==> src/hdl/move_or_increment_regs.vh <==
// constants for the move / or / increment instruction group
`ifndef MOVE_OR_INCREMENT_REGS_VH
`define MOVE_OR_INCREMENT_REGS_VH

// opcode prefixes (upper bits of first or second word)
`define OP6_INC_SKIP_ZERO 6'b0011_11
`define OP6_INC_SKIP_NONZERO 6'b0100_10
`define OP6_OR_FILE 6'b0001_00
`define OP6_MOVE_FILE 6'b0101_00
`define OP7_STORE_WORKING 7'b0110_111
`define OP8_OR_LITERAL 8'b0000_1001
`define OP8_LOAD_BANK 8'b0000_0001
`define OP8_LOAD_LITERAL 8'b0000_1110
`define OP8_POINTER_LOAD 8'b1110_1110
`define OP4_FILE_MOVE_FIRST 4'b1100
`define OP4_SECOND_WORD 4'b1111
`define OP6_POINTER_SECOND 6'b1111_00

// field positions
`define BIT_DEST 9
`define BIT_ACCESS 8
`define INDEXED_LIMIT 8'h5F
`define ACCESS_SPLIT 8'h80

// reset values
`define RESET_WORKING 8'h00
`define RESET_BANK 4'h0
`define RESET_IDLE_WORD 16'h0000

// phase count per instruction cycle
`define PHASES_PER_CYCLE 4

`endif

==> src/hdl/phase_counter.v <==
// four-phase instruction clock generator
`timescale 1ns/1ns
module phase_counter (
    // clock and reset
    input wire mclk_i,
    input wire rst_n_i,
    // phase outputs
    output reg [1:0] phase_o,
    output reg last_phase_o
);
    always @(posedge mclk_i or negedge rst_n_i) begin
        if (!rst_n_i) begin
            phase_o <= 2'h0;
            last_phase_o <= 1'b0;
        end else begin
            phase_o <= phase_o + 2'h1;
            last_phase_o <= (phase_o == 2'h2);
        end
    end
endmodule // phase_counter

==> src/hdl/move_or_increment_core.v <==
// execution core for the move, or and increment-skip instruction group
//
// How it works
// - destination bit 0 to working, 1 to file
// - access bit selects access bank or bank selector
// - extended set, offset up to 95 is indexed
// - increment, skip next when result zero
// - increment, skip next when result nonzero
// - taken skip adds one idle cycle, two when the skipped word is a two-word instruction
// - or literal into working, sets N Z
// - or with file to destination, sets N Z
// - pointer load, two words, high then low
// - move file to destination, sets N Z
// - file-to-file move uses full 12-bit addresses
// - source read in second phase, destination write last phase
// - bank load keeps low nibble, upper zero
// - literal load into working, flags untouched
// - store working into file, flags untouched
`timescale 1ns/1ns
`include "move_or_increment_regs.vh"
module move_or_increment_core #(
    parameter ADDR_W = 12
) (
    // clock and reset
    input wire mclk_i,
    input wire reset_n_i,
    // mode
    input wire extended_set_i,
    // program fetch: word held for the whole instruction cycle
    input wire [15:0] instr_word_i,
    // data memory
    input wire [7:0] data_rd_i,
    output reg [ADDR_W-1:0] data_addr_o,
    output reg data_rd_o,
    output reg data_wr_o,
    output reg [7:0] data_wr_o_data,
    // state
    output reg [7:0] working_o,
    output reg [7:0] bank_selector_register_o,
    output reg flag_n_o,
    output reg flag_z_o,
    output reg [1:0] pointer_sel_o,
    output reg [11:0] data_pointer_o,
    output reg data_pointer_high_wr_o,
    output reg data_pointer_low_wr_o,
    output reg [8:0] pointer_index_o,
    output reg skip_o,
    output reg [1:0] phase_o,
    output reg advance_o
);
    // ------------------------------------------------------------
    // reset release and phases
    // ------------------------------------------------------------
    reg [1:0] rst_sync_reg;
    wire rst_n;
    wire [1:0] phase;
    wire last_phase;
    always @(posedge mclk_i or negedge reset_n_i) begin
        if (!reset_n_i) begin
            rst_sync_reg <= 2'b00;
        end else begin
            rst_sync_reg <= {rst_sync_reg[0], 1'b1};
        end
    end
    assign rst_n = rst_sync_reg[1];

    phase_counter u_phase (
        .mclk_i(mclk_i),
        .rst_n_i(rst_n),
        .phase_o(phase),
        .last_phase_o(last_phase)
    );

    // ------------------------------------------------------------
    // decode helpers
    // ------------------------------------------------------------
    localparam ST_FIRST = 2'h0;
    localparam ST_SECOND = 2'h1;
    localparam ST_SKIP = 2'h2;
    localparam ST_SKIP2 = 2'h3;

    localparam K_NONE = 4'h0;
    localparam K_INCZ = 4'h1;
    localparam K_INCNZ = 4'h2;
    localparam K_ORL = 4'h3;
    localparam K_ORF = 4'h4;
    localparam K_MOVE_FILE_OP = 4'h5;
    localparam K_STORE_WORKING_OP = 4'h6;
    localparam K_LOAD_LITERAL_OP = 4'h7;
    localparam K_LOAD_BANK_OP = 4'h8;
    localparam K_POINTER_LOAD_OP = 4'h9;
    localparam K_FILE_TO_FILE_MOVE_OP = 4'hA;

    function [3:0] classify;
        input [15:0] w;
        begin
            if (w[15:10] == `OP6_INC_SKIP_ZERO) classify = K_INCZ;
            else if (w[15:10] == `OP6_INC_SKIP_NONZERO) classify = K_INCNZ;
            else if (w[15:10] == `OP6_OR_FILE) classify = K_ORF;
            else if (w[15:10] == `OP6_MOVE_FILE) classify = K_MOVE_FILE_OP;
            else if (w[15:9] == `OP7_STORE_WORKING) classify = K_STORE_WORKING_OP;
            else if (w[15:8] == `OP8_OR_LITERAL) classify = K_ORL;
            else if (w[15:8] == `OP8_LOAD_LITERAL) classify = K_LOAD_LITERAL_OP;
            else if (w[15:8] == `OP8_LOAD_BANK) classify = K_LOAD_BANK_OP;
            else if (w[15:8] == `OP8_POINTER_LOAD && w[5:4] != 2'b11) classify = K_POINTER_LOAD_OP;
            else if (w[15:12] == `OP4_FILE_MOVE_FIRST) classify = K_FILE_TO_FILE_MOVE_OP;
            else classify = K_NONE;
        end
    endfunction

    // two-word instructions of the whole set, for skip cost
    function two_word;
        input [15:0] w;
        begin
            two_word = (w[15:12] == `OP4_FILE_MOVE_FIRST) ||
                (w[15:9] == 7'b1110_111) || (w[15:8] == 8'b1110_1100) ||
                (w[15:8] == 8'b1110_1101);
        end
    endfunction

    // banked address of an 8-bit operand
    function [ADDR_W-1:0] file_addr;
        input [15:0] w;
        input [7:0] bank;
        begin
            if (w[`BIT_ACCESS]) begin
                file_addr = {bank[3:0], w[7:0]};
            end else if (w[7:0] < `ACCESS_SPLIT) begin
                file_addr = {4'h0, w[7:0]};
            end else begin
                file_addr = {4'hF, w[7:0]};
            end
        end
    endfunction

    // ------------------------------------------------------------
    // execution
    // ------------------------------------------------------------
    reg [1:0] state_reg;
    reg [15:0] first_reg;
    reg [3:0] kind_reg;
    reg [7:0] result_reg;
    wire [3:0] kind_now;
    wire indexed;
    wire file_op;
    assign kind_now = classify(instr_word_i);
    // literal and pointer forms never index, only file operands do
    assign file_op = (kind_now == K_INCZ) || (kind_now == K_INCNZ) || (kind_now == K_ORF) ||
        (kind_now == K_MOVE_FILE_OP) || (kind_now == K_STORE_WORKING_OP);
    // indexed literal offset is resolved outside; index reported here
    assign indexed = file_op && extended_set_i && !instr_word_i[`BIT_ACCESS] &&
        (instr_word_i[7:0] <= `INDEXED_LIMIT);

    always @(posedge mclk_i or negedge rst_n) begin
        if (!rst_n) begin
            state_reg <= ST_FIRST;
            first_reg <= `RESET_IDLE_WORD;
            kind_reg <= K_NONE;
            result_reg <= 8'h00;
            working_o <= `RESET_WORKING;
            bank_selector_register_o <= {4'h0, `RESET_BANK};
            flag_n_o <= 1'b0;
            flag_z_o <= 1'b0;
            pointer_sel_o <= 2'h0;
            data_pointer_o <= 12'h000;
            data_pointer_high_wr_o <= 1'b0;
            data_pointer_low_wr_o <= 1'b0;
            pointer_index_o <= 9'h000;
            data_addr_o <= {ADDR_W{1'b0}};
            data_rd_o <= 1'b0;
            data_wr_o <= 1'b0;
            data_wr_o_data <= 8'h00;
            skip_o <= 1'b0;
            phase_o <= 2'h0;
            advance_o <= 1'b0;
        end else begin
            phase_o <= phase;
            data_rd_o <= 1'b0;
            data_wr_o <= 1'b0;
            data_pointer_high_wr_o <= 1'b0;
            data_pointer_low_wr_o <= 1'b0;
            advance_o <= last_phase;
            case (phase)
            2'h0: begin // decode
                if (state_reg == ST_FIRST) begin
                    first_reg <= instr_word_i;
                    kind_reg <= kind_now;
                    skip_o <= 1'b0;
                    pointer_index_o <= indexed ? {1'b1, instr_word_i[7:0]} : 9'h000;
                    data_addr_o <= file_addr(instr_word_i, bank_selector_register_o);
                    if (kind_now == K_FILE_TO_FILE_MOVE_OP) begin
                        data_addr_o <= instr_word_i[11:0];
                    end
                end
            end
            2'h1: begin // operand read
                if (state_reg == ST_FIRST) begin
                    case (kind_reg)
                    K_INCZ, K_INCNZ, K_ORF, K_MOVE_FILE_OP, K_STORE_WORKING_OP, K_FILE_TO_FILE_MOVE_OP: data_rd_o <= 1'b1;
                    default: data_rd_o <= 1'b0;
                    endcase
                end else if (state_reg == ST_SECOND && kind_reg == K_FILE_TO_FILE_MOVE_OP) begin
                    data_rd_o <= 1'b1; // dummy read
                    data_addr_o <= instr_word_i[11:0];
                end
            end
            2'h2: begin // process
                if (state_reg == ST_FIRST) begin
                    case (kind_reg)
                    K_INCZ, K_INCNZ: result_reg <= data_rd_i + 8'h01;
                    K_ORF: result_reg <= working_o | data_rd_i;
                    K_ORL: result_reg <= working_o | first_reg[7:0];
                    K_MOVE_FILE_OP, K_FILE_TO_FILE_MOVE_OP: result_reg <= data_rd_i;
                    K_STORE_WORKING_OP: result_reg <= working_o;
                    default: result_reg <= first_reg[7:0];
                    endcase
                end
            end
            default: begin // write
                if (state_reg == ST_FIRST) begin
                    case (kind_reg)
                    K_INCZ, K_INCNZ, K_ORF, K_MOVE_FILE_OP: begin
                        if (first_reg[`BIT_DEST]) begin
                            data_wr_o <= 1'b1;
                            data_wr_o_data <= result_reg;
                        end else begin
                            working_o <= result_reg;
                        end
                        if (kind_reg == K_ORF || kind_reg == K_MOVE_FILE_OP) begin
                            flag_n_o <= result_reg[7];
                            flag_z_o <= (result_reg == 8'h00);
                        end
                        if ((kind_reg == K_INCZ && result_reg == 8'h00) ||
                            (kind_reg == K_INCNZ && result_reg != 8'h00)) begin
                            skip_o <= 1'b1;
                            state_reg <= ST_SKIP;
                        end
                    end
                    K_ORL: begin
                        working_o <= result_reg;
                        flag_n_o <= result_reg[7];
                        flag_z_o <= (result_reg == 8'h00);
                    end
                    K_LOAD_LITERAL_OP: working_o <= first_reg[7:0];
                    K_LOAD_BANK_OP: bank_selector_register_o <= {4'h0, first_reg[3:0]};
                    K_STORE_WORKING_OP: begin
                        data_wr_o <= 1'b1;
                        data_wr_o_data <= result_reg;
                    end
                    K_POINTER_LOAD_OP: begin
                        pointer_sel_o <= first_reg[5:4];
                        data_pointer_o <= {first_reg[3:0], 8'h00};
                        data_pointer_high_wr_o <= 1'b1;
                        state_reg <= ST_SECOND;
                    end
                    K_FILE_TO_FILE_MOVE_OP: state_reg <= ST_SECOND;
                    default: state_reg <= ST_FIRST;
                    endcase
                end else if (state_reg == ST_SECOND) begin
                    state_reg <= ST_FIRST;
                    if (kind_reg == K_POINTER_LOAD_OP) begin
                        data_pointer_o <= {data_pointer_o[11:8], instr_word_i[7:0]};
                        data_pointer_low_wr_o <= 1'b1;
                    end else begin
                        // rely on software not targeting pc or stack
                        data_wr_o <= 1'b1;
                        data_wr_o_data <= result_reg;
                    end
                end else if (state_reg == ST_SKIP) begin
                    // discarded word shown during the skip cycle decides cost
                    state_reg <= two_word(instr_word_i) ? ST_SKIP2 : ST_FIRST;
                    skip_o <= two_word(instr_word_i);
                end else begin
                    state_reg <= ST_FIRST;
                    skip_o <= 1'b0;
                end
            end
            endcase
        end
    end
endmodule // move_or_increment_core

==> config.mk <==
export PLATFORM = sky130hd
export DESIGN_NAME = move_or_increment_core
export DESIGN_NICKNAME = d
export VERILOG_FILES = /design/src/hdl/phase_counter.v /design/src/hdl/move_or_increment_core.v
export VERILOG_INCLUDE_DIRS = /design/src /design/src/hdl
export SDC_FILE = /design/constraint.sdc
export NUM_CORES = 1
export LEC_CHECK = 0
export BUFFER_PORTS_ARGS = -buffer_cell sky130_fd_sc_hd__buf_2
export CORE_ASPECT_RATIO = 0.8
export CORE_UTILIZATION = 50
export CTS_CLUSTER_DIAMETER = 80
export DETAILED_ROUTE_END_ITERATION = 6
export GPL_TIMING_DRIVEN = 0
export PLACE_DENSITY = 0.74
export RECOVER_POWER = 100
export SYNTH_ARGS = -nofsm -noshare
export SYNTH_HDL_FRONTEND = slang
export SYNTH_SLANG_ARGS = --single-unit
==> constraint.sdc <==
create_clock -name mclk_i -period 5.55 [get_ports mclk_i]
set_input_delay 1.11 -clock mclk_i [delete_from_list [all_inputs] [get_ports mclk_i]]
set_output_delay 1.11 -clock mclk_i [all_outputs]
set_load 0.02 [all_outputs]
After elaboration in Yosys (flattened, before gate mapping)
Index checks and enable logic that the tools add are counted.

cells by class
  add/sub/neg operators = 2
  magnitude comparators = 2
  equal/unequal tests = 47
  mux-type cells = 63
  bitwise operators = 4
  reductions and logical operators = 44

operator list
  operator               number
  $mux W12               8
  $mux W8                7
  $mux W4                10
  $pmux W8 S5            1
  $eq A4 B3 Y1 const B   7
  $eq A8 B8 Y1 const B   3
  $pmux W12 S2           1
  $pmux W8 S3            1
  $mux W1                23
  $eq A4 B4 Y1 const B   5
  $ne A2 B2 Y1 const B   9
  $eq A8 B4 Y1 const B   2
  $or A8 B8 Y8           2
  $pmux W8 S2            1
  $eq A4 B2 Y1 const B   3
  $eq A6 B5 Y1 const B   2
  $reduce_and A3 Y1      4
  $reduce_and A4 Y1      3
  $mux W2                5
  $reduce_and A5 Y1      2
  $logic_or A1 B1 Y1     9
  $mux W9                1
  $ne A3 B1 Y1 const B   3
  $add A8 B1 Y8 const B  1
  27 further kinds       49

word-level totals
  flip-flop bits (word level) = 94
  input bits = 27
  output and inout port bits = 69
  logic and storage cells = 186

Longest topological paths before layout
  word-level depth = 20
  gate-level depth with buffers = 7
  gate-level depth less buffers = 6

By module
Synthesis repeated with hierarchy kept, for this count alone.

second synthesis, totals
  cell total of the unflattened synthesis = 439
  area total of the unflattened synthesis = 4555.6 µm²

by module, submodules not included
  module                  instances  cells each  area each (µm²)  sequential area each (µm²)
  move_or_increment_core  1          433         4460.5           2252.2
  phase_counter           1          6           95.1             75.1

Least setup slack after synthesis
No wires, ideal clock.

  path kind = input to register
  from = in instr_word_i[15]
  to = reg pointer_index_o[0]
  library setup time = 0.066 ns
  arrival time = 2.611 ns
  data required time = 5.484 ns
  path slack = 2.872 ns
  stages = 6
  buffers on the path = 1
  cell sequence = buf_2 > or4_1 > a21oi_1 > a211oi_1 > a211oi_4 > a22o_1

on the way
  cells in the longest elaborated chain, start to end = 20
  elaborated cells on any way between the ends = 34
  those cells by class = 15 x eq/ne; 11 x mux; 8 x reduce/logical

ends and longest elaborated chain
  item                                                           line                                                        source
  from (decl)                                                    move_or_increment_core.v:30                                 input wire [15:0] instr_word_i,
  $eq A8 B8 Y1 (no line) / $eq A4 B4 Y1 (equally long branches)  n/a
  $logic_and A1 B1 Y1 / $mux W4 (equally long branches)          move_or_increment_core.v:105, move_or_increment_core.v:106
  $mux W4                                                        move_or_increment_core.v:105                                else if (w[15:8] == `OP8_POINTER_LOAD && w[5:4] != 2'b11) classify = K_POINTER_LOAD_OP;
  $mux W4                                                        move_or_increment_core.v:104                                else if (w[15:8] == `OP8_LOAD_BANK) classify = K_LOAD_BANK_OP;
  $mux W4                                                        move_or_increment_core.v:103                                else if (w[15:8] == `OP8_LOAD_LITERAL) classify = K_LOAD_LITERAL_OP;
  $mux W4                                                        move_or_increment_core.v:102                                else if (w[15:8] == `OP8_OR_LITERAL) classify = K_ORL;
  $mux W4                                                        move_or_increment_core.v:101                                else if (w[15:9] == `OP7_STORE_WORKING) classify = K_STORE_WORKING_OP;
  $mux W4                                                        move_or_increment_core.v:100                                else if (w[15:10] == `OP6_MOVE_FILE) classify = K_MOVE_FILE_OP;
  $mux W4                                                        move_or_increment_core.v:99                                 else if (w[15:10] == `OP6_OR_FILE) classify = K_ORF;
  $mux W4                                                        move_or_increment_core.v:98                                 else if (w[15:10] == `OP6_INC_SKIP_NONZERO) classify = K_INCNZ;
  $mux W4 (*)                                                    move_or_increment_core.v:97                                 if (w[15:10] == `OP6_INC_SKIP_ZERO) classify = K_INCZ;
  $eq A4 B1 Y1 / $eq A4 B2 Y1 (equally long branches)            move_or_increment_core.v:148                                assign file_op = (kind_now == K_INCZ) || (kind_now == K_INCNZ) || (kind_now == K_ORF) ||
  $logic_or A1 B1 Y1 (3 in a row)                                move_or_increment_core.v:148
  $logic_or A1 B1 Y1 (*)                                         move_or_increment_core.v:149                                (kind_now == K_MOVE_FILE_OP) || (kind_now == K_STORE_WORKING_OP);
  $logic_and A1 B1 Y1 (*) (3 in a row)                           move_or_increment_core.v:151                                assign indexed = file_op && extended_set_i && !instr_word_i[`BIT_ACCESS] &&
  $mux W9 (*)                                                    move_or_increment_core.v:189                                pointer_index_o <= indexed ? {1'b1, instr_word_i[7:0]} : 9'h000;
  to (signal assigned)                                           move_or_increment_core.v:189
  to (decl)                                                      move_or_increment_core.v:46                                 output reg [8:0] pointer_index_o,

Every way passes the cells marked *; elsewhere a longest branch is shown, timed or not.
A chain may end at the register's enable or synchronous reset.

Worst setup path after layout
  from = in instr_word_i[15]
  to = reg pointer_index_o[2]

The elaborated chain is that of the path after synthesis.

==> run metrics <==
row cnt 30; die footprint 9390 um^2; number of global-route vias before repair 3451; RSZ-0062 raised after global routing no; Place WS 2.60 ns; gr usage total 25.4%; Starting DRT DRC Count 342; Hold-fix buffers, CTS 0; post-CTS setup buffer count 0; Area Growth Syn to Fin 14.7%; Seq cells post-synth 93; max-cap violations 1; die height 86.9 um; CTS tree yes; Sink Count 93; CTS Buf Count 9; top area cells in the synthesized netlist dfrtp_1 (52%), mux2_2 (11%), nor2_1 (3.2%); Cell variety after synth 55; Slew @ Worst Pin 1.61 ns; Slew headroom -8.51%; Chip Width 108 um; Max Clock Freq 0.327 GHz; Resize count post-CTS 0; CTS root buf clkbuf_8; vias per inst 5.83; clock tree buffer depth 2; Crit Path Class in2reg; sequential element share of the synthesized area 51.7%; drt pass-1 iters 5; Final nets 553; Syn Inst Count 419; failing checks max-capacitance violations, max-slew violations; Post-synth EDFFs 0; GPL Wtd Cong 0.900; Yosys warnings 0; GR Util met2 38.3%; PnR worst setup slack 2.50 ns; wirelength, routed 11200 um; clk_lat worst skew 0.37 ns; port buffer count 87; GRT Max-Usage Layer met2; Largest regs data_addr_o (12), data_pointer_o (12); M3 GR Usage 4.86%; CORE AREA 8600 um^2; Final ANT Viol Nets 0; Max FO, Critical Path 10; Critical Path RT 5.85 ns; crit share post-route 55.0%; area share of the largest cell type after synthesis 51.7%; LEAKAGE 0.00230 uW; Ant. Diodes 0; Filler cells 788; M1 GR Usage 37.8%; power density cells 494 nW/um^2; Slew Viols, Final 10; synthesized area 4500 um^2; Hold Path Class reg2async; largest net degree at the start of global routing 75; Max VDD drop 286 uV; CP endpoint kind register; top_reg_cell synth dfrtp_1; GRT overflow 0; global-route wire length before repair 18100 um; DRC Markers 0; share of cells above drive strength 1 16.9%; crit start category primary input; I/O pins 96; Multi-input gate area 1990 um^2; synthesized area per cell 10.7 um^2; initial antenna violation count 0; Final Hold Fails 0; Via Count 3717; Initial Util 52.4%; status finished, violations left; register area 2330 um^2; Worst Skew 0.0130 ns; Clock transition at path regs 0.10 ns; dpl hpwl 8060 um; leading area contributor after synthesis dfrtp_1; Async SR Flop Fraction 100%; WL/cell 17.6 um; Finish-stage setup viols 0; setup TNS 0 ns; Critical Path AT 3.35 ns; post-layout min period 3.05 ns; CTS H-tree lvls 3
cell families (layout without fill, tap and decap cells):
logic type | Yosys count | count (layout) | synth area share (%)
AO/OA/AOI/OAI | 104 | 104 | 15.7
XOR/XNOR | 3 | 3 | 0.584
adder cells (fa/ha/maj) | 5 | 5 | 1.39
buffers and inverters | 32 | 136 | 3.36
flip-flops | 93 | 93 | 51.7
multiplexers | 51 | 51 | 12.5
other | 2 | 5 | 0.167
AND/OR/NAND/NOR | 129 | 129 | 14.6
critical path, stage by stage:
cell and delay [ns]:
clkbuf_1 0.19, or4_1 0.59, a21oi_1 0.21, a211oi_1 0.14, a211oi_1 0.87, a22o_1 0.24
cell usage after synthesis (all sizes together) (5+ instances only):
cell type	number
dfrtp	93
mux2	42
nor2	39
nand2	37
a21oi	26
o21ai	21
clkbuf	13
buf	11
nand3	10
a22o	9
mux2i	9
a31oi	8
inv	8
a21o	7
nand2b	7
nor2b	7
a211oi	5
ha	5
nor3	5
or4	5
per-layer routing:
layer | vias up | routed length, um
met2 | 172 | 5130
met1 | 1821 | 5040
li1 | 1714 | -
met4 | 0 | 100
met5 | - | 0
met3 | 10 | 960
worst paths after layout:
| path | end | cells past startpoint | slack [ns] | from |
|---|---|---|---|---|
| max in group asynchronous | phase_o[1] | 1 | 4.40 | rst_sync_reg[1] |
| min in group mclk_i | rst_sync_reg[1] | 0 | 0.37 | rst_sync_reg[0] |
| worst min register to register | data_pointer_o[10] | 0 | 0.34 | rst_sync_reg[1] |
| worst min-delay path | data_pointer_o[10] | 0 | 0.34 | rst_sync_reg[1] |
| worst max-delay path | pointer_index_o[2] | 6 | 2.50 | instr_word_i[15] |
| worst max register to register | data_wr_o_data[0] | 5 | 2.65 | kind_reg[2] |
final cells by class:
class	instances	share of cell area, %
Buffer	24	2.18
Clock buffer	10	2.47
Clock inverter	6	1.09
Inverter	8	0.582
Multi-Input combinational cell	297	38.5
Sequential cell	93	45.1
Tap cell	112	2.72
Timing Repair Buffer	88	7.37
metrics by stage:
step / utilization, % / hold WS, ns / cell area [um^2] / std cells / total power [uW]
after global routing: 60.0 / 0.360 / 5160 / 638 / 2700
final: 60.0 / 0.337 / 5160 / 638 / 2550
after floorplan: - / 0.331 / 4510 / 422 / 1800
after CTS: 61.7 / 0.217 / 5300 / 638 / 2620
after detailed placement: 59.5 / 0.208 / 5120 / 622 / 2180
after global placement: 59.2 / 0.332 / 5090 / 621 / 2140
report_power, final:
group / switching (uW) / internal, uW
Combinational: 626 / 377
Sequential: 208 / 903
Clock: 262 / 173
placed cells by master, fill, tap and decap left out, types with 7 or more instances in the layout:
cell / synthesis / layout
dfrtp_1: 93 / 93
clkbuf_1: 13 / 83
a22o_1: 9 / 9
nor2_1: 38 / 39
nor2b_1: 7 / 7
a31oi_1: 8 / 8
clkbuf_8: 0 / 9
buf_2: 4 / 24
a21oi_1: 25 / 26
inv_1: 8 / 8
mux2_2: 42 / 41
a21o_1: 7 / 7
mux2i_1: 9 / 9
o21ai_0: 21 / 21
nand2_1: 37 / 37
nand3_1: 10 / 10
nand2b_1: 6 / 7
Power figures use the tool's default switching activity.
